<file path="src/vccc_cfg.svh">
`ifndef VCCC_CFG_SVH
`define VCCC_CFG_SVH

// Register indices; byte address is four times the index
`define VCCC_IDX_VSCFG   8'h14
`define VCCC_IDX_VSWID   8'h15
`define VCCC_IDX_PRE     8'h16
`define VCCC_IDX_POST    8'h17
`define VCCC_IDX_CCCFG   8'h18
`define VCCC_IDX_CLPLC   8'h19
`define VCCC_IDX_CLDUR   8'h1A
`define VCCC_IDX_CLPOL   8'h1B
`define VCCC_IDX_STAT    8'h28

// Reset values
`define VCCC_RST_VSCFG   8'h18
`define VCCC_RST_VSWID   8'h0A
`define VCCC_RST_PRE     8'h00
`define VCCC_RST_POST    8'h00
`define VCCC_RST_CCCFG   8'h20
`define VCCC_RST_CLPLC   8'h08
`define VCCC_RST_CLDUR   8'h14
`define VCCC_RST_CLPOL   8'h58

// Field positions
`define VCCC_VS_SRC_OVR  7
`define VCCC_VS_SRC_SEL  6
`define VCCC_VS_POL_OVR  5
`define VCCC_VS_POL      4
`define VCCC_VS_OPOL     3
`define VCCC_VS_FILT     2
`define VCCC_VS_DUR_EN   1
`define VCCC_CO_SRC      7
`define VCCC_CO_POL_OVR  6
`define VCCC_CO_POL      5
`define VCCC_CL_SRC      4
`define VCCC_CL_MID_HI   3
`define VCCC_CL_MID_LO   1
`define VCCC_CL_POL_OVR  7
`define VCCC_CL_POL      6

// Lines without a pin edge before auto select drops the pin
`define VCCC_ALIVE_LINES 12'h100

`endif

</file>
<file path="src/vccc_pkg.sv">
package vccc_pkg;

	typedef enum logic [1:0] {
		CL_IDLE,
		CL_WAIT,
		CL_HOLD
	} vccc_clamp_state_type;

endpackage : vccc_pkg

</file>
<file path="src/vccc_cfg_if.sv">
`timescale 1ns/1ns
`default_nettype none

interface vccc_cfg_if;
	logic [7:0] vs_cfg;
	logic [7:0] vs_width;
	logic [7:0] pre_lines;
	logic [7:0] post_lines;
	logic [7:0] cc_cfg;
	logic [7:0] cl_start;
	logic [7:0] cl_width;
	logic [7:0] cl_pol_cfg;
	logic [7:0] status;

	modport regs (
		output vs_cfg, vs_width, pre_lines, post_lines,
		output cc_cfg, cl_start, cl_width, cl_pol_cfg,
		input  status
	);
	modport core (
		input  vs_cfg, vs_width, pre_lines, post_lines,
		input  cc_cfg, cl_start, cl_width, cl_pol_cfg,
		output status
	);
endinterface : vccc_cfg_if

`default_nettype wire

</file>
<file path="src/vccc_pol_detect.sv">
`timescale 1ns/1ns
`default_nettype none

// Active level is the rarer one: a sync pulse is short against its period
module vccc_pol_detect #(
	parameter int W = 10
) (
	// Clock and reset
	input  wire logic pclk,
	input  wire logic presetn,
	// Observed level and verdict
	input  wire logic level_in,
	output var  logic active_high
);
	logic [W-1:0] bias_ff;
	logic [W-1:0] nxt_bias;
	wire          at_top = &bias_ff;
	wire          at_bot = ~|bias_ff;

	assign nxt_bias = (level_in && !at_top) ? bias_ff + 1'b1 :
	                  (!level_in && !at_bot) ? bias_ff - 1'b1 : bias_ff;

	always_ff @(posedge pclk or negedge presetn) begin
		if (!presetn) begin
			bias_ff     <= '0;
			active_high <= 1'b1;
		end else begin
			bias_ff     <= nxt_bias;
			active_high <= ~bias_ff[W-1];
		end
	end
endmodule : vccc_pol_detect

`default_nettype wire

</file>
<file path="src/vccc_apb_regs.sv">
`timescale 1ns/1ns
`default_nettype none
`include "vccc_cfg.svh"

module vccc_apb_regs (
	// Clock and reset
	input  wire logic        pclk,
	input  wire logic        presetn,
	// APB slave
	input  wire logic        psel,
	input  wire logic        penable,
	input  wire logic        pwrite,
	input  wire logic [7:0]  paddr,
	input  wire logic [31:0] pwdata,
	output var  logic [31:0] prdata,
	output var  logic        pready,
	output var  logic        pslverr,
	// Configuration towards the core
	vccc_cfg_if.regs         cfg
);
	localparam logic [7:0] RST [0:7] = '{`VCCC_RST_VSCFG,
		`VCCC_RST_VSWID, `VCCC_RST_PRE, `VCCC_RST_POST,
		`VCCC_RST_CCCFG, `VCCC_RST_CLPLC, `VCCC_RST_CLDUR,
		`VCCC_RST_CLPOL};

	logic [7:0] regs_ff [0:7];

	wire [7:0] idx      = {2'b00, paddr[7:2]};
	wire [7:0] off      = idx - `VCCC_IDX_VSCFG;
	wire [2:0] sel_idx  = off[2:0];
	wire       aligned  = paddr[1:0] == 2'b00;
	wire       reg_hit  = aligned && (idx >= `VCCC_IDX_VSCFG) &&
	                      (idx <= `VCCC_IDX_CLPOL);
	wire       stat_hit = aligned && (idx == `VCCC_IDX_STAT);
	wire       setup    = psel && !penable;
	wire       wr_en    = psel && penable && pready && pwrite && reg_hit;
	wire [7:0] rd_byte  = reg_hit ? regs_ff[sel_idx] :
	                      stat_hit ? cfg.status : 8'h00;

	// One cycle of setup gives a registered answer in the first access cycle
	always_ff @(posedge pclk or negedge presetn) begin
		if (!presetn) begin
			pready  <= 1'b0;
			pslverr <= 1'b0;
			prdata  <= 32'h00000000;
		end else begin
			pready  <= setup;
			pslverr <= setup && !reg_hit && !(stat_hit && !pwrite);
			prdata  <= {24'h000000, rd_byte};
		end
	end

	always_ff @(posedge pclk or negedge presetn) begin
		if (!presetn) begin
			for (int i = 0; i < 8; i++) regs_ff[i] <= RST[i];
		end else if (wr_en) begin
			regs_ff[sel_idx] <= pwdata[7:0];
		end
	end

	assign cfg.vs_cfg     = regs_ff[0];
	assign cfg.vs_width   = regs_ff[1];
	assign cfg.pre_lines  = regs_ff[2];
	assign cfg.post_lines = regs_ff[3];
	assign cfg.cc_cfg     = regs_ff[4];
	assign cfg.cl_start   = regs_ff[5];
	assign cfg.cl_width   = regs_ff[6];
	assign cfg.cl_pol_cfg = regs_ff[7];
endmodule : vccc_apb_regs

`default_nettype wire

</file>
<file path="src/vccc_top.sv">
`timescale 1ns/1ns
`default_nettype none
`include "vccc_cfg.svh"

module vccc_top (
	// Clock and reset
	input  wire logic        pclk,
	input  wire logic        presetn,
	// APB slave
	input  wire logic        psel,
	input  wire logic        penable,
	input  wire logic        pwrite,
	input  wire logic [7:0]  paddr,
	input  wire logic [31:0] pwdata,
	output var  logic [31:0] prdata,
	output var  logic        pready,
	output var  logic        pslverr,
	// Sync, coast and clamp inputs from the video source
	input  wire logic        hsync_in,
	input  wire logic        vsync_in,
	input  wire logic        sep_vsync_in,
	input  wire logic        coast_in,
	input  wire logic        clamp_in,
	// Processed outputs
	output var  logic        vsync_out,
	output var  logic        pll_hold,
	output var  logic        pll_hsync,
	output var  logic        clamp_out,
	output var  logic [2:0]  clamp_midscale
);
	import vccc_pkg::*;

	vccc_cfg_if cfg ();

	vccc_apb_regs u_regs (
		.pclk    (pclk),
		.presetn (presetn),
		.psel    (psel),
		.penable (penable),
		.pwrite  (pwrite),
		.paddr   (paddr),
		.pwdata  (pwdata),
		.prdata  (prdata),
		.pready  (pready),
		.pslverr (pslverr),
		.cfg     (cfg.regs)
	);

	// Horizontal sync, normalised to active high
	logic hs_det;
	logic hs_prev_ff;

	vccc_pol_detect #(.W(10)) u_hs_pol (
		.pclk        (pclk),
		.presetn     (presetn),
		.level_in    (hsync_in),
		.active_high (hs_det)
	);

	wire hs_act   = hsync_in ^ ~hs_det;
	wire hs_lead  = hs_act && !hs_prev_ff;
	wire hs_trail = !hs_act && hs_prev_ff;

	always_ff @(posedge pclk or negedge presetn) begin
		if (!presetn) hs_prev_ff <= 1'b0;
		else          hs_prev_ff <= hs_act;
	end

	// Vertical sync source: auto keeps the pin while it shows edges
	logic        vs_pin_prev_ff;
	logic [11:0] quiet_lines_ff;
	logic [11:0] nxt_quiet_lines;
	logic        vs_det;

	wire vs_ovr      = cfg.vs_cfg[`VCCC_VS_SRC_OVR];
	wire vs_sel      = cfg.vs_cfg[`VCCC_VS_SRC_SEL];
	wire pin_edge    = vsync_in ^ vs_pin_prev_ff;
	wire pin_alive   = quiet_lines_ff < `VCCC_ALIVE_LINES;
	wire vs_use_sep  = vs_ovr ? vs_sel : !pin_alive;
	wire vs_raw      = vs_use_sep ? sep_vsync_in : vsync_in;

	assign nxt_quiet_lines = pin_edge ? 12'h000 :
		(hs_lead && pin_alive) ? quiet_lines_ff + 12'h001 : quiet_lines_ff;

	always_ff @(posedge pclk or negedge presetn) begin
		if (!presetn) begin
			vs_pin_prev_ff <= 1'b0;
			quiet_lines_ff <= `VCCC_ALIVE_LINES;
		end else begin
			vs_pin_prev_ff <= vsync_in;
			quiet_lines_ff <= nxt_quiet_lines;
		end
	end

	vccc_pol_detect #(.W(10)) u_vs_pol (
		.pclk        (pclk),
		.presetn     (presetn),
		.level_in    (vs_raw),
		.active_high (vs_det)
	);

	// Polarity and filtering
	logic vs_filt_ff;
	logic vs_proc_prev_ff;

	wire vs_pol   = cfg.vs_cfg[`VCCC_VS_POL_OVR] ?
	                cfg.vs_cfg[`VCCC_VS_POL] : vs_det;
	wire vs_act   = vs_raw ^ ~vs_pol;
	wire vs_filt  = cfg.vs_cfg[`VCCC_VS_FILT];
	wire vs_proc  = vs_filt ? vs_filt_ff : vs_act;
	wire vs_lead  = vs_proc && !vs_proc_prev_ff;
	wire vs_trail = !vs_proc && vs_proc_prev_ff;

	// Filter samples only at line starts, so edges sit on a line boundary
	always_ff @(posedge pclk or negedge presetn) begin
		if (!presetn)     vs_filt_ff <= 1'b0;
		else if (hs_lead) vs_filt_ff <= vs_act;
	end

	always_ff @(posedge pclk or negedge presetn) begin
		if (!presetn) vs_proc_prev_ff <= 1'b0;
		else          vs_proc_prev_ff <= vs_proc;
	end

	// Output width, counted in lines; width 0 gives no pulse
	logic [7:0] vs_len_ff;
	logic [7:0] nxt_vs_len;

	wire dur_en   = cfg.vs_cfg[`VCCC_VS_DUR_EN];
	wire vs_shape = dur_en ? (vs_len_ff != 8'h00) : vs_proc;

	assign nxt_vs_len = vs_lead ? cfg.vs_width :
		(hs_lead && vs_len_ff != 8'h00) ? vs_len_ff - 8'h01 : vs_len_ff;

	always_ff @(posedge pclk or negedge presetn) begin
		if (!presetn) vs_len_ff <= 8'h00;
		else          vs_len_ff <= nxt_vs_len;
	end

	always_ff @(posedge pclk or negedge presetn) begin
		if (!presetn) vsync_out <= 1'b0;
		else          vsync_out <= vs_shape ^ ~cfg.vs_cfg[`VCCC_VS_OPOL];
	end

	// Line count of the last frame predicts where the next one starts
	logic [11:0] line_cnt_ff;
	logic [11:0] frame_len_ff;
	logic [7:0]  post_cnt_ff;
	logic [11:0] nxt_line_cnt;
	logic [7:0]  nxt_post_cnt;

	wire [12:0] lead_sum = {1'b0, line_cnt_ff} + {5'h00, cfg.pre_lines};
	// The counter sits one below the line count, so a zero lead gives none
	wire pre_win = (frame_len_ff != 12'h000) &&
	               (lead_sum > {1'b0, frame_len_ff});
	wire post_win = post_cnt_ff != 8'h00;
	// Covers the trail cycle, or coast would drop for one pixel there
	wire post_go  = vs_trail && (cfg.post_lines != 8'h00);
	wire int_coast = vs_proc || post_go || pre_win || post_win;

	assign nxt_line_cnt = vs_lead ? 12'h000 :
		(hs_lead && !(&line_cnt_ff)) ? line_cnt_ff + 12'h001 : line_cnt_ff;
	assign nxt_post_cnt = vs_trail ? cfg.post_lines :
		(hs_lead && post_win) ? post_cnt_ff - 8'h01 : post_cnt_ff;

	always_ff @(posedge pclk or negedge presetn) begin
		if (!presetn) begin
			line_cnt_ff  <= 12'h000;
			post_cnt_ff  <= 8'h00;
		end else begin
			line_cnt_ff  <= nxt_line_cnt;
			post_cnt_ff  <= nxt_post_cnt;
		end
	end

	always_ff @(posedge pclk or negedge presetn) begin
		if (!presetn)     frame_len_ff <= 12'h000;
		else if (vs_lead) frame_len_ff <= line_cnt_ff;
	end

	// Coast selection and the PLL hold
	logic co_det;

	vccc_pol_detect #(.W(10)) u_co_pol (
		.pclk        (pclk),
		.presetn     (presetn),
		.level_in    (coast_in),
		.active_high (co_det)
	);

	wire co_src = cfg.cc_cfg[`VCCC_CO_SRC];
	wire co_pol = cfg.cc_cfg[`VCCC_CO_POL_OVR] ?
	              cfg.cc_cfg[`VCCC_CO_POL] : co_det;
	wire co_ext = coast_in ^ ~co_pol;
	wire nxt_coast = co_src ? co_ext : int_coast;

	// Hold and gated sync share one cause, so the PLL never sees both
	always_ff @(posedge pclk or negedge presetn) begin
		if (!presetn) begin
			pll_hold  <= 1'b0;
			pll_hsync <= 1'b0;
		end else begin
			pll_hold  <= nxt_coast;
			pll_hsync <= hs_act && !nxt_coast;
		end
	end

	// Clamp timing
	vccc_clamp_state_type cl_state_ff;
	vccc_clamp_state_type nxt_cl_state;
	logic [7:0]           cl_cnt_ff;
	logic [7:0]           nxt_cl_cnt;
	logic                 cl_det;

	vccc_pol_detect #(.W(10)) u_cl_pol (
		.pclk        (pclk),
		.presetn     (presetn),
		.level_in    (clamp_in),
		.active_high (cl_det)
	);

	wire cl_src = cfg.cc_cfg[`VCCC_CL_SRC];
	wire cl_pol = cfg.cl_pol_cfg[`VCCC_CL_POL_OVR] ?
	              cfg.cl_pol_cfg[`VCCC_CL_POL] : cl_det;
	wire cl_ext = clamp_in ^ ~cl_pol;
	wire cl_last = cl_cnt_ff <= 8'h01;

	always_comb begin
		nxt_cl_state = cl_state_ff;
		nxt_cl_cnt   = cl_cnt_ff;
		case (cl_state_ff)
			CL_IDLE: begin
				if (hs_trail && !cl_src) begin
					nxt_cl_state = CL_WAIT;
					nxt_cl_cnt   = cfg.cl_start;
				end
			end
			CL_WAIT: begin
				if (cl_last) begin
					nxt_cl_state = CL_HOLD;
					nxt_cl_cnt   = cfg.cl_width;
				end else begin
					nxt_cl_cnt = cl_cnt_ff - 8'h01;
				end
			end
			CL_HOLD: begin
				if (cl_last) nxt_cl_state = CL_IDLE;
				else         nxt_cl_cnt   = cl_cnt_ff - 8'h01;
			end
			default: nxt_cl_state = CL_IDLE;
		endcase
		if (cl_src) nxt_cl_state = CL_IDLE;
	end

	always_ff @(posedge pclk or negedge presetn) begin
		if (!presetn) begin
			cl_state_ff <= CL_IDLE;
			cl_cnt_ff   <= 8'h00;
		end else begin
			cl_state_ff <= nxt_cl_state;
			cl_cnt_ff   <= nxt_cl_cnt;
		end
	end

	wire nxt_clamp = cl_src ? cl_ext : (nxt_cl_state == CL_HOLD);

	always_ff @(posedge pclk or negedge presetn) begin
		if (!presetn) begin
			clamp_out      <= 1'b0;
			clamp_midscale <= 3'h0;
		end else begin
			clamp_out      <= nxt_clamp;
			clamp_midscale <= cfg.cc_cfg[`VCCC_CL_MID_HI:`VCCC_CL_MID_LO];
		end
	end

	assign cfg.status = {2'b00, cl_pol, co_pol, vs_use_sep,
	                     clamp_out, pll_hold, vs_pol};
endmodule : vccc_top

`default_nettype wire

</file>
<file path="config.mk">
export PLATFORM = sky130hd
export DESIGN_NAME = vccc_top
export DESIGN_NICKNAME = d
export VERILOG_FILES = /design/src/vccc_pkg.sv /design/src/vccc_cfg_if.sv /design/src/vccc_pol_detect.sv /design/src/vccc_apb_regs.sv /design/src/vccc_top.sv
export VERILOG_INCLUDE_DIRS = /design/src
export SDC_FILE = /design/constraint.sdc
export NUM_CORES = 1
export LEC_CHECK = 0
export BUFFER_PORTS_ARGS = -buffer_cell sky130_fd_sc_hd__buf_2
export CAP_MARGIN = 30
export CORE_ASPECT_RATIO = 1.4
export CORE_UTILIZATION = 33
export CTS_BUF_LIST = sky130_fd_sc_hd__clkbuf_2
export DETAILED_ROUTE_END_ITERATION = 10
export SLEW_MARGIN = 5
export SYNTH_ARGS = -nofsm -noshare
export SYNTH_HDL_FRONTEND = slang
export SYNTH_SLANG_ARGS = --single-unit
export TNS_END_PERCENT = 1
</file>
<file path="constraint.sdc">
create_clock -name pclk -period 4.14 [get_ports pclk]
set_clock_uncertainty 0.15 [all_clocks]
set_input_delay 0.828 -clock pclk [delete_from_list [all_inputs] [get_ports pclk]]
set_output_delay 0.828 -clock pclk [all_outputs]
set_load 0.03 [all_outputs]
</file>
==> results_dict.tcl, run 1 <==
set metrics [dict create \
    drcViolationCount 0 \
    drt_pass1_iterations 4 \
    antenna_found_initial 1 \
    nets 1224 \
    ys_seq_area_share_pct 43.0 \
    initial_utilization_pct 33.5 \
    cts_tree "yes" \
    dpl_cell_area_mm2 0.0118 \
    fin_setup_tns_ns 0 \
    critPathSlowestCell "dfrtp_1" \
    dp_slack_ns 0.513 \
    cts_sinks 191 \
    gp_congestion 0.834 \
    syn_area_per_cell_um2 10.6 \
    synthTopCellsByArea "dfrtp_1 39%, mux2_2 9.3%, ha_1 7.2%" \
    via_count 8014 \
    die-width_um 157 \
    end_kind "flip-flop" \
    port_buffers 42 \
    ios 91 \
    hold_depth 2 \
    grtUsageTotal_pct 15.9 \
    cts_root_buf "clkbuf_2" \
    grt_max_degree 68 \
    row_count 79 \
    critPathTopFamily "simple AND/OR/NAND/NOR gates" \
    critPathBufInv 1 \
    fin_ws_ns 0.436 \
    synth_flop_cell "dfrtp_1" \
    clk_path_buf_depth 2 \
    async_flop_share_pct 100 \
    yosysMostFrequentCell "dfrtp_1" \
    fin_area_mm2 0.0122 \
    whs_ns 0.158 \
    post-route-period-util_pct 89.5 \
    ys_warn_count 0 \
    path_class "flip-flop to flip-flop" \
    crit_chain "ha_1, inv_1, fa_1, nor2b_1, o31a_1, o2111ai_1, nand2_1, nand3_1, xnor2_1, ha_1, nand3_1, nor3_1, a311oi_1, or4_1, and2_1" \
    timing.fmax_mhz 270 \
    rsz0062_at_grt "false" \
    htree_num_levels 4 \
    cp.depth 15 \
    core_area_mm2 0.0333 \
    synthToLayoutAreaGrowth_pct 8.92 \
    path_clk_slew_ns 0.34 \
    synth.largest_area_cell "dfrtp_1" \
    ant_nets 0 \
    clkLatencyLatePin_ns 0.89 \
    cp.required_ns 4.79 \
    avgRoutedWirePerCell_um 16.5 \
    worstSetupStartpointType "flip-flop" \
    netlist_area_mm2 0.0112 \
    synthTopCellsByCount "175 x dfrtp_1, 92 x mux2_2, 67 x o21ai_0" \
    finalCriticalPeriod_ns 3.70 \
    rrSetupSlack_ns 0.44 \
    maxCapViolations 0 \
    r2r-end "pll_hold" \
    layout-drive-gt1-share_pct 19.9 \
    crit_arrival_ns 4.36 \
    drv_slew 0 \
    cp_max_fo 6 \
    min_to "u_regs.cfg.cl_start[1]" \
    hold_viol 0 \
    post_cts_buffers 0 \
    synthCells 1049 \
    tightest_slew_ns 0.817 \
    drtIter0Drc 438 \
    yosys_register_bits 191 \
    synth_cell_types 70 \
    wirelength_mm 25.9 \
    vias_per_cell 5.12 \
    r2r_start "line_cnt_ff[0]" \
    max_stage_delay_ns 0.54 \
    ff2ff_path_depth 15 \
    die_area_mm2 0.0346 \
    power_density_mw_per_mm2 550 \
    grt_pass1_vias 8005 \
    synth_top_area_share_pct 39.3 \
    fp.dieH_um 220 \
    grt_overflow 0 \
    hold_path.startpoint "pwdata[1]" \
    place_hpwl_mm 19.4 \
    grt_pass1_wl_mm 42.4 \
    holdCritPathClass "primary input to flip-flop" \
    synth_edf_count 0 \
    p_leak_nw 5.64 \
    setup_viol 0 \
    max-vdd-ir-drop_v 0.000223 \
    numCtsBuffers 17 \
    outcome "finished clean" \
    relSlewSlack_pct 45.2 \
]
how the worst max path moves through the flow:
stage | start | to | slack, ns
floorplan | line_cnt_ff[0] | pll_hold | 0.83
global placement | line_cnt_ff[0] | pll_hold | 0.52
detailed placement | line_cnt_ff[0] | pll_hold | 0.51
CTS | line_cnt_ff[0] | pll_hold | 0.42
global route | line_cnt_ff[0] | pll_hold | 0.22
finish | line_cnt_ff[0] | pll_hold | 0.44
sequential cells by signal (all words and copies together) (netlist names), 10 cells and up:
| register | count |
|---|---|
| u_vs_pol.bias_ff | 10 |
| line_cnt_ff | 12 |
| u_hs_pol.bias_ff | 10 |
| frame_len_ff | 12 |
| u_co_pol.bias_ff | 10 |
| u_cl_pol.bias_ff | 10 |
| quiet_lines_ff | 12 |
final cells by class:
| type | instances | area, um2 |
|---|---|---|
| diodes | 1 | 2.50 |
| flip-flops and latches | 191 | 4800 |
| fillers | 3340 | 21200 |
| clock buffers | 18 | 90.1 |
| clock inverters | 14 | 171 |
| multi-input cells | 780 | 5940 |
| repair buffers | 61 | 387 |
| well taps | 445 | 557 |
| inverters | 54 | 203 |
kinds of logic (layout without fill, tap and decap cells):
logic type               count (synthesis)  count (layout)  synth area share [%]
AND/OR/NAND/NOR                        252             252                  11.3
AO/OA/AOI/OAI                          224             224                  13.0
flip-flops                             191             191                  43.0
multiplexers                           128             128                  13.5
buffers and inverters                  101             147                  4.52
XOR/XNOR                                83              83                  6.52
adder cells (fa/ha/maj)                 69              69                  8.07
other                                    1              25                0.0336
layer usage:
layer / up-vias / part of all wire (%) / track usage (%)
li1: 3895 / - / -
met1: 3982 / 42 / 18.4
met2: 105 / 53 / 29.0
met3: 32 / 2.0 / 2.12
met4: 0 / 2.5 / 6.50
met5: - / 0 / 0
per-stage QoR:
stage / utilization [%] / total power [W] / std cells
floorplan: - / 0.00501 / 1072
global placement: 35.5 / 0.00564 / 1526
detailed placement: 35.5 / 0.00571 / 1526
CTS: 36.5 / 0.00676 / 1563
global route: 36.5 / 0.00727 / 1564
finish: 36.5 / 0.00669 / 1564
cells in the final DEF (no fill, tap or decap), types with 8 or more instances in the layout:
cell type / instances
dfrtp_1: 175
mux2_2: 92
o21ai_0: 67
nor2_1: 66
ha_1: 64
nand2_1: 56
inv_1: 53
a21oi_1: 47
xnor2_1: 42
xor2_1: 41
buf_2: 41
conb_1: 24
mux2i_1: 23
nor4_1: 22
nor3_1: 22
nand3_1: 19
clkbuf_2: 18
dfstp_2: 16
nand4_1: 14
a21o_1: 13
o22ai_1: 13
buf_4: 13
a31oi_1: 12
and3_1: 12
o21bai_1: 9
nor2b_1: 8
o21a_1: 8
o211ai_1: 8
power breakdown:
| part | leakage (nW) | internal [W] | total (W) | switching [W] |
|---|---|---|---|---|
| logic | 3.00 | 0.00137 | 0.00301 | 0.00165 |
| registers | 2.48 | 0.00227 | 0.00267 | 0.000404 |
| clock network | 0.156 | 0.000260 | 0.00100 | 0.000743 |
timing repair:
action / CTS / global route
resized for setup: 0 / 0
hold buffers: 5 / 0
hold endpoints to repair: 62 / 0
(Power assumes the default switching activity.)
==> run 2, diff against run 1 <==
--- a/config.mk
+++ b/config.mk
@@ -9,9 +9,10 @@
 export BUFFER_PORTS_ARGS = -buffer_cell sky130_fd_sc_hd__buf_2
 export CAP_MARGIN = 30
 export CORE_ASPECT_RATIO = 1.4
-export CORE_UTILIZATION = 33
+export CORE_UTILIZATION = 59
 export CTS_BUF_LIST = sky130_fd_sc_hd__clkbuf_2
 export DETAILED_ROUTE_END_ITERATION = 10
+export PLACE_DENSITY = 0.79
 export SLEW_MARGIN = 5
 export SYNTH_ARGS = -nofsm -noshare
 export SYNTH_HDL_FRONTEND = slang
==> run 2 against run 1 <==
Compared with the run above:
- design area shrank 2.9%
- wire length shrank 8.6%
- combinational power is essentially flat
- critical endpoint is now u_vs_pol.bias_ff[9]
- largest power group unchanged
==> results_dict.tcl, run 2 (synthesis results as in run 1) <==
set metrics [dict create \
    outcome "finished clean" \
    synthToLayoutAreaGrowth_pct 5.73 \
    clk_path_buf_depth 2 \
    initial_utilization_pct 60.2 \
    grt_overflow 0 \
    layout-drive-gt1-share_pct 19.7 \
    end_kind "flip-flop" \
    htree_num_levels 4 \
    drcViolationCount 0 \
    ff2ff_path_depth 11 \
    finalCriticalPeriod_ns 3.68 \
    numCtsBuffers 17 \
    place_hpwl_mm 17.7 \
    nets 1220 \
    critPathBufInv 0 \
    grt_max_degree 75 \
    vias_per_cell 5.98 \
    fin_ws_ns 0.457 \
    swShare_pct 41.5 \
    cts_root_buf "clkbuf_2" \
    sequentialPowerShare_pct 41.0 \
    critPathTopFamily "compound AO/OA/AOI/OAI gates" \
    grt_pass1_vias 7932 \
    grtUsageTotal_pct 25.4 \
    critPathSlowestCell "or4_4" \
    hold_viol 0 \
    setup_viol 0 \
    clkLatencyLatePin_ns 0.80 \
    core_area_mm2 0.0185 \
    holdCritPathClass "primary input to flip-flop" \
    wirelength_mm 23.7 \
    layout_common_cells "175 x dfrtp_1, 92 x mux2_2, 67 x o21ai_0" \
    share_clk_of_total_power_pct 12.7 \
    port_buffers 42 \
    power_density_mw_per_mm2 551 \
    die_area_mm2 0.0195 \
    max_stage_delay_ns 0.58 \
    drtIter0Drc 650 \
    crit_arrival_ns 4.25 \
    r2r-end "u_vs_pol.bias_ff[9]" \
    tightest_slew_ns 0.748 \
    crit_chain "or4_4, o21a_1, o21ai_2, nand2_2, ha_1, a2111oi_0, o211ai_1, a41o_1, nor3_1, a21oi_1, mux2i_1" \
    avgRoutedWirePerCell_um 17.4 \
    cp.required_ns 4.71 \
    ant_nets 0 \
    min_to "u_regs.pready" \
    worstSetupStartpointType "flip-flop" \
    grt_pass1_wl_mm 38.9 \
    path_clk_slew_ns 0.29 \
    final_common_cell "dfrtp_1" \
    hold_path.startpoint "psel" \
    die-width_um 118 \
    p_leak_nw 5.59 \
    cp_max_fo 9 \
    max-vdd-ir-drop_v 0.000308 \
    rsz0062_at_grt "false" \
    drt_pass1_iterations 5 \
    antenna_found_initial 1 \
    drv_slew 0 \
    top_regs "frame_len_ff (12), line_cnt_ff (12), quiet_lines_ff (12)" \
    relSlewSlack_pct 49.8 \
    power_frac_comb_pct 46.3 \
    path_class "flip-flop to flip-flop" \
    dp_slack_ns 0.457 \
    ios 91 \
    hold_depth 2 \
    r2r_start "quiet_lines_ff[10]" \
    row_count 59 \
    maxCapViolations 0 \
    gp_congestion 0.891 \
    via_count 8130 \
    switching_power_w 0.00270 \
    rrSetupSlack_ns 0.46 \
    cts_tree "yes" \
    post-route-period-util_pct 89.0 \
    cts_sinks 191 \
    p_int_w 0.00380 \
    timing.fmax_mhz 271 \
    fin_setup_tns_ns 0 \
    fp.dieH_um 165 \
]
run 2: worst max path at each step:
stage / slack (ns) / endpoint / cells past startpoint / startpoint
2_1_floorplan: 0.83 / pll_hold / 15 / line_cnt_ff[0]
3_3_place_gp: 0.55 / u_vs_pol.bias_ff[9] / 11 / quiet_lines_ff[10]
3_5_place_dp: 0.46 / u_vs_pol.bias_ff[9] / 11 / quiet_lines_ff[10]
4_1_cts: 0.35 / u_vs_pol.bias_ff[9] / 11 / quiet_lines_ff[10]
5_1_grt: 0.08 / u_vs_pol.bias_ff[9] / 11 / quiet_lines_ff[10]
6_report: 0.46 / u_vs_pol.bias_ff[9] / 11 / quiet_lines_ff[10]
run 2: power by group through the flow:
stage          clock, W  sequential, W  combinational, W
2_1_floorplan         0        0.00261           0.00241
3_3_place_gp          0        0.00268           0.00289
3_5_place_dp          0        0.00269           0.00299
4_1_cts        0.000849        0.00266           0.00301
5_1_grt        0.000924        0.00272           0.00338
6_report       0.000827        0.00266           0.00301
run 2: final cells by class:
class                           count  area, um2
Multi-Input combinational cell    780       5940
Sequential cell                   191       4800
Inverter                           54        203
Clock buffer                       17       85.1
Tap cell                          244        305
Timing Repair Buffer               57        352
Clock inverter                     15        105
Fill cell                        1479       6730
Antenna cell                        1       2.50
run 2: through the flow:
step / power, W / cells / util, % / instance area [um2] / hold WS (ns)
4_1_cts: 0.00651 / 1358 / 63.6 / 11800 / 0.0780
5_1_grt: 0.00702 / 1359 / 63.7 / 11800 / 0.0548
3_3_place_gp: 0.00557 / 1323 / 62.4 / 11600 / 0.233
6_report: 0.00650 / 1359 / 63.7 / 11800 / 0.139
2_1_floorplan: 0.00501 / 1072 / - / 11200 / 0.214
3_5_place_dp: 0.00568 / 1323 / 62.4 / 11600 / 0.230
run 2: layer usage:
metal | GRT usage [%] | share of wire, % | vias up
met5 | 0 | 0 | -
met4 | 12.2 | 3.8 | 0
met3 | 4.63 | 3.5 | 65
met2 | 45.2 | 52 | 201
met1 | 29.7 | 41 | 3989
li1 | - | - | 3875
run 2: timing repair:
item / 4_1_cts / 5_1_grt
resized for setup: 0 / 1
hold buffers: 3 / 0
setup endpoints to repair: 0 / 1
setup buffers: 0 / 0
endpoints found under the hold margin: 69 / 0
==> run 3, diff against run 2 <==
--- a/config.mk
+++ b/config.mk
@@ -12,6 +12,7 @@
 export CORE_UTILIZATION = 59
 export CTS_BUF_LIST = sky130_fd_sc_hd__clkbuf_2
 export DETAILED_ROUTE_END_ITERATION = 10
+export MAX_ROUTING_LAYER = met4
 export PLACE_DENSITY = 0.79
 export SLEW_MARGIN = 5
 export SYNTH_ARGS = -nofsm -noshare
==> run 3 against run 2 <==
Compared with the run above:
- sequential cell count unchanged
- cell count unchanged
- first-iteration DRC count down 8.5%
- setup slack worse by 0.074 ns
- sequential share of layout area down 0.22 points
- fmax down 2.0%
- critical endpoint unchanged
- power up 2.0%
- via count about the same
- non-clock buffer count unchanged
- largest cell class unchanged
- die area unchanged
- clock-buffer cell count unchanged
==> results_dict.tcl, run 3 (synthesis results as in run 1) <==
set metrics [dict create \
    numCtsBuffers 17 \
    setup_viol 0 \
    outcome "finished clean" \
    met1_usage_pct 29.6 \
    via_count 8122 \
    cts_sinks 191 \
    end_kind "flip-flop" \
    clk_path_buf_depth 2 \
    grt_pass1_vias 7851 \
    max_stage_delay_ns 0.58 \
    crit_end "u_vs_pol.bias_ff[9]" \
    grtUsageTotal_pct 26.2 \
    grt_overflow 0 \
    p_leak_nw 5.61 \
    holdCritPathClass "primary input to flip-flop" \
    wirelength_mm 23.6 \
    finalCriticalPeriod_ns 3.76 \
    dpl_cell_area_mm2 0.0116 \
    post_cts_buffers 0 \
    die-width_um 118 \
    cp_max_fo 9 \
    drcViolationCount 0 \
    final_cell_count_no_fill 1359 \
    layout_common_cells "175 x dfrtp_1, 92 x mux2_2, 67 x o21ai_0" \
    hold_depth 2 \
    fin_area_mm2 0.0119 \
    hold_viol 0 \
    drv_slew 0 \
    place_hpwl_mm 17.8 \
    cp.required_ns 4.74 \
    initial_utilization_pct 60.2 \
    worstSetupStartpointType "flip-flop" \
    fin_setup_tns_ns 0 \
    drt_pass1_iterations 5 \
    power_density_mw_per_mm2 559 \
    synthToLayoutAreaGrowth_pct 6.31 \
    cts_root_buf "clkbuf_2" \
    avgRoutedWirePerCell_um 17.4 \
    relSlewSlack_pct 47.9 \
    r2r-end "u_vs_pol.bias_ff[9]" \
    post_cts_resized 0 \
    row_count 59 \
    top_regs "frame_len_ff (12), line_cnt_ff (12), quiet_lines_ff (12)" \
    cts_tree "yes" \
    cts_hold_buffers 3 \
    final_common_cell "dfrtp_1" \
    crit_chain "or4_4, o21a_1, o21ai_2, nand2_1, ha_1, a2111oi_0, o211ai_1, a41o_1, nor3_1, a21oi_1, mux2i_1" \
    port_buffers 42 \
    startpoint "quiet_lines_ff[10]" \
    crit_arrival_ns 4.36 \
    htree_num_levels 4 \
    die_area_mm2 0.0195 \
    met2_usage_pct 46.6 \
    path_clk_slew_ns 0.32 \
    tightest_slew_ns 0.776 \
    nets 1220 \
    rsz0062_at_grt "false" \
    core_area_mm2 0.0185 \
    rrSetupSlack_ns 0.38 \
    vias_per_cell 5.98 \
    dp_cells 1323 \
    post-route-period-util_pct 90.8 \
    ant_nets 0 \
    grt_max_degree 93 \
    grt_pass1_wl_mm 39.0 \
    antenna_found_initial 1 \
    r2r_start "quiet_lines_ff[10]" \
    use_met3_pct 4.01 \
    path_class "flip-flop to flip-flop" \
    critPathSlowestCell "or4_4" \
    clkLatencyLatePin_ns 0.83 \
    layout-drive-gt1-share_pct 19.7 \
    busiest_layer "met2" \
    ff2ff_path_depth 11 \
    timing.fmax_mhz 266 \
    max-vdd-ir-drop_v 0.000278 \
    whs_ns 0.0861 \
    drtIter0Drc 595 \
    fp.dieH_um 165 \
    ios 91 \
    gp_congestion 0.919 \
    maxCapViolations 0 \
]
==> run 3: cell types whose count changed in the layout (fill, tap and decap cells not counted), sizes merged <==
cell,before,now
clkinv,8,6
bufinv,0,1
inv,60,61
==> run 3: power breakdown <==
group	switching [W]	internal, W	total (W)
clock	0.000713	0.000256	0.000969
combinational	0.00164	0.00137	0.00300
sequential	0.000387	0.00227	0.00265
total	0.00274	0.00389	0.00663
==> run 3: layout make-up <==
cell class	instances	area (um2)
diodes	1	2.50
flip-flops and latches	191	4800
inverters	54	203
multi-input cells	780	5940
repair buffers	57	352
well taps	244	305
clock buffers	17	85.1
clock inverters	15	173
fillers	1522	6670
==> run 3: layer usage <==
| layer | part of all wire [%] | up-vias |
|---|---|---|
| met1 | 40 | 3997 |
| met5 | 0 | - |
| met4 | 3.3 | 0 |
| met3 | 3.7 | 54 |
| met2 | 53 | 183 |
| li1 | - | 3888 |
==> run 3: worst min path at each step <==
stage                               from                 to
finish                            pwrite     u_regs.pslverr
global route                      pwrite     u_regs.pslverr
CTS                               pwrite     u_regs.pslverr
detailed placement  u_regs.cfg.cc_cfg[1]  clamp_midscale[0]
global placement    u_regs.cfg.cc_cfg[2]  clamp_midscale[1]
floorplan           u_regs.cfg.cc_cfg[2]  clamp_midscale[1]
==> run 3: critical path: cells and delay by family, from the launching register on <==
family | cells | cell delay [ns]
adder cells (fa/ha/maj) | 1 | 0.44
multiplexers | 1 | 0.13
AO/OA/AOI/OAI | 6 | 1.46
flip-flops | 1 | 0.47
AND/OR/NAND/NOR | 3 | 1.04
==> run 3: through the flow <==
| stage | utilization [%] | total power [W] | setup slack [ns] |
|---|---|---|---|
| 2_1_floorplan | - | 0.00501 | 0.828 |
| 3_3_place_gp | 62.4 | 0.00557 | 0.565 |
| 3_5_place_dp | 62.4 | 0.00567 | 0.486 |
| 4_1_cts | 64.0 | 0.00665 | 0.394 |
| 5_1_grt | 64.0 | 0.00715 | 0.0467 |
| 6_report | 64.0 | 0.00663 | 0.383 |
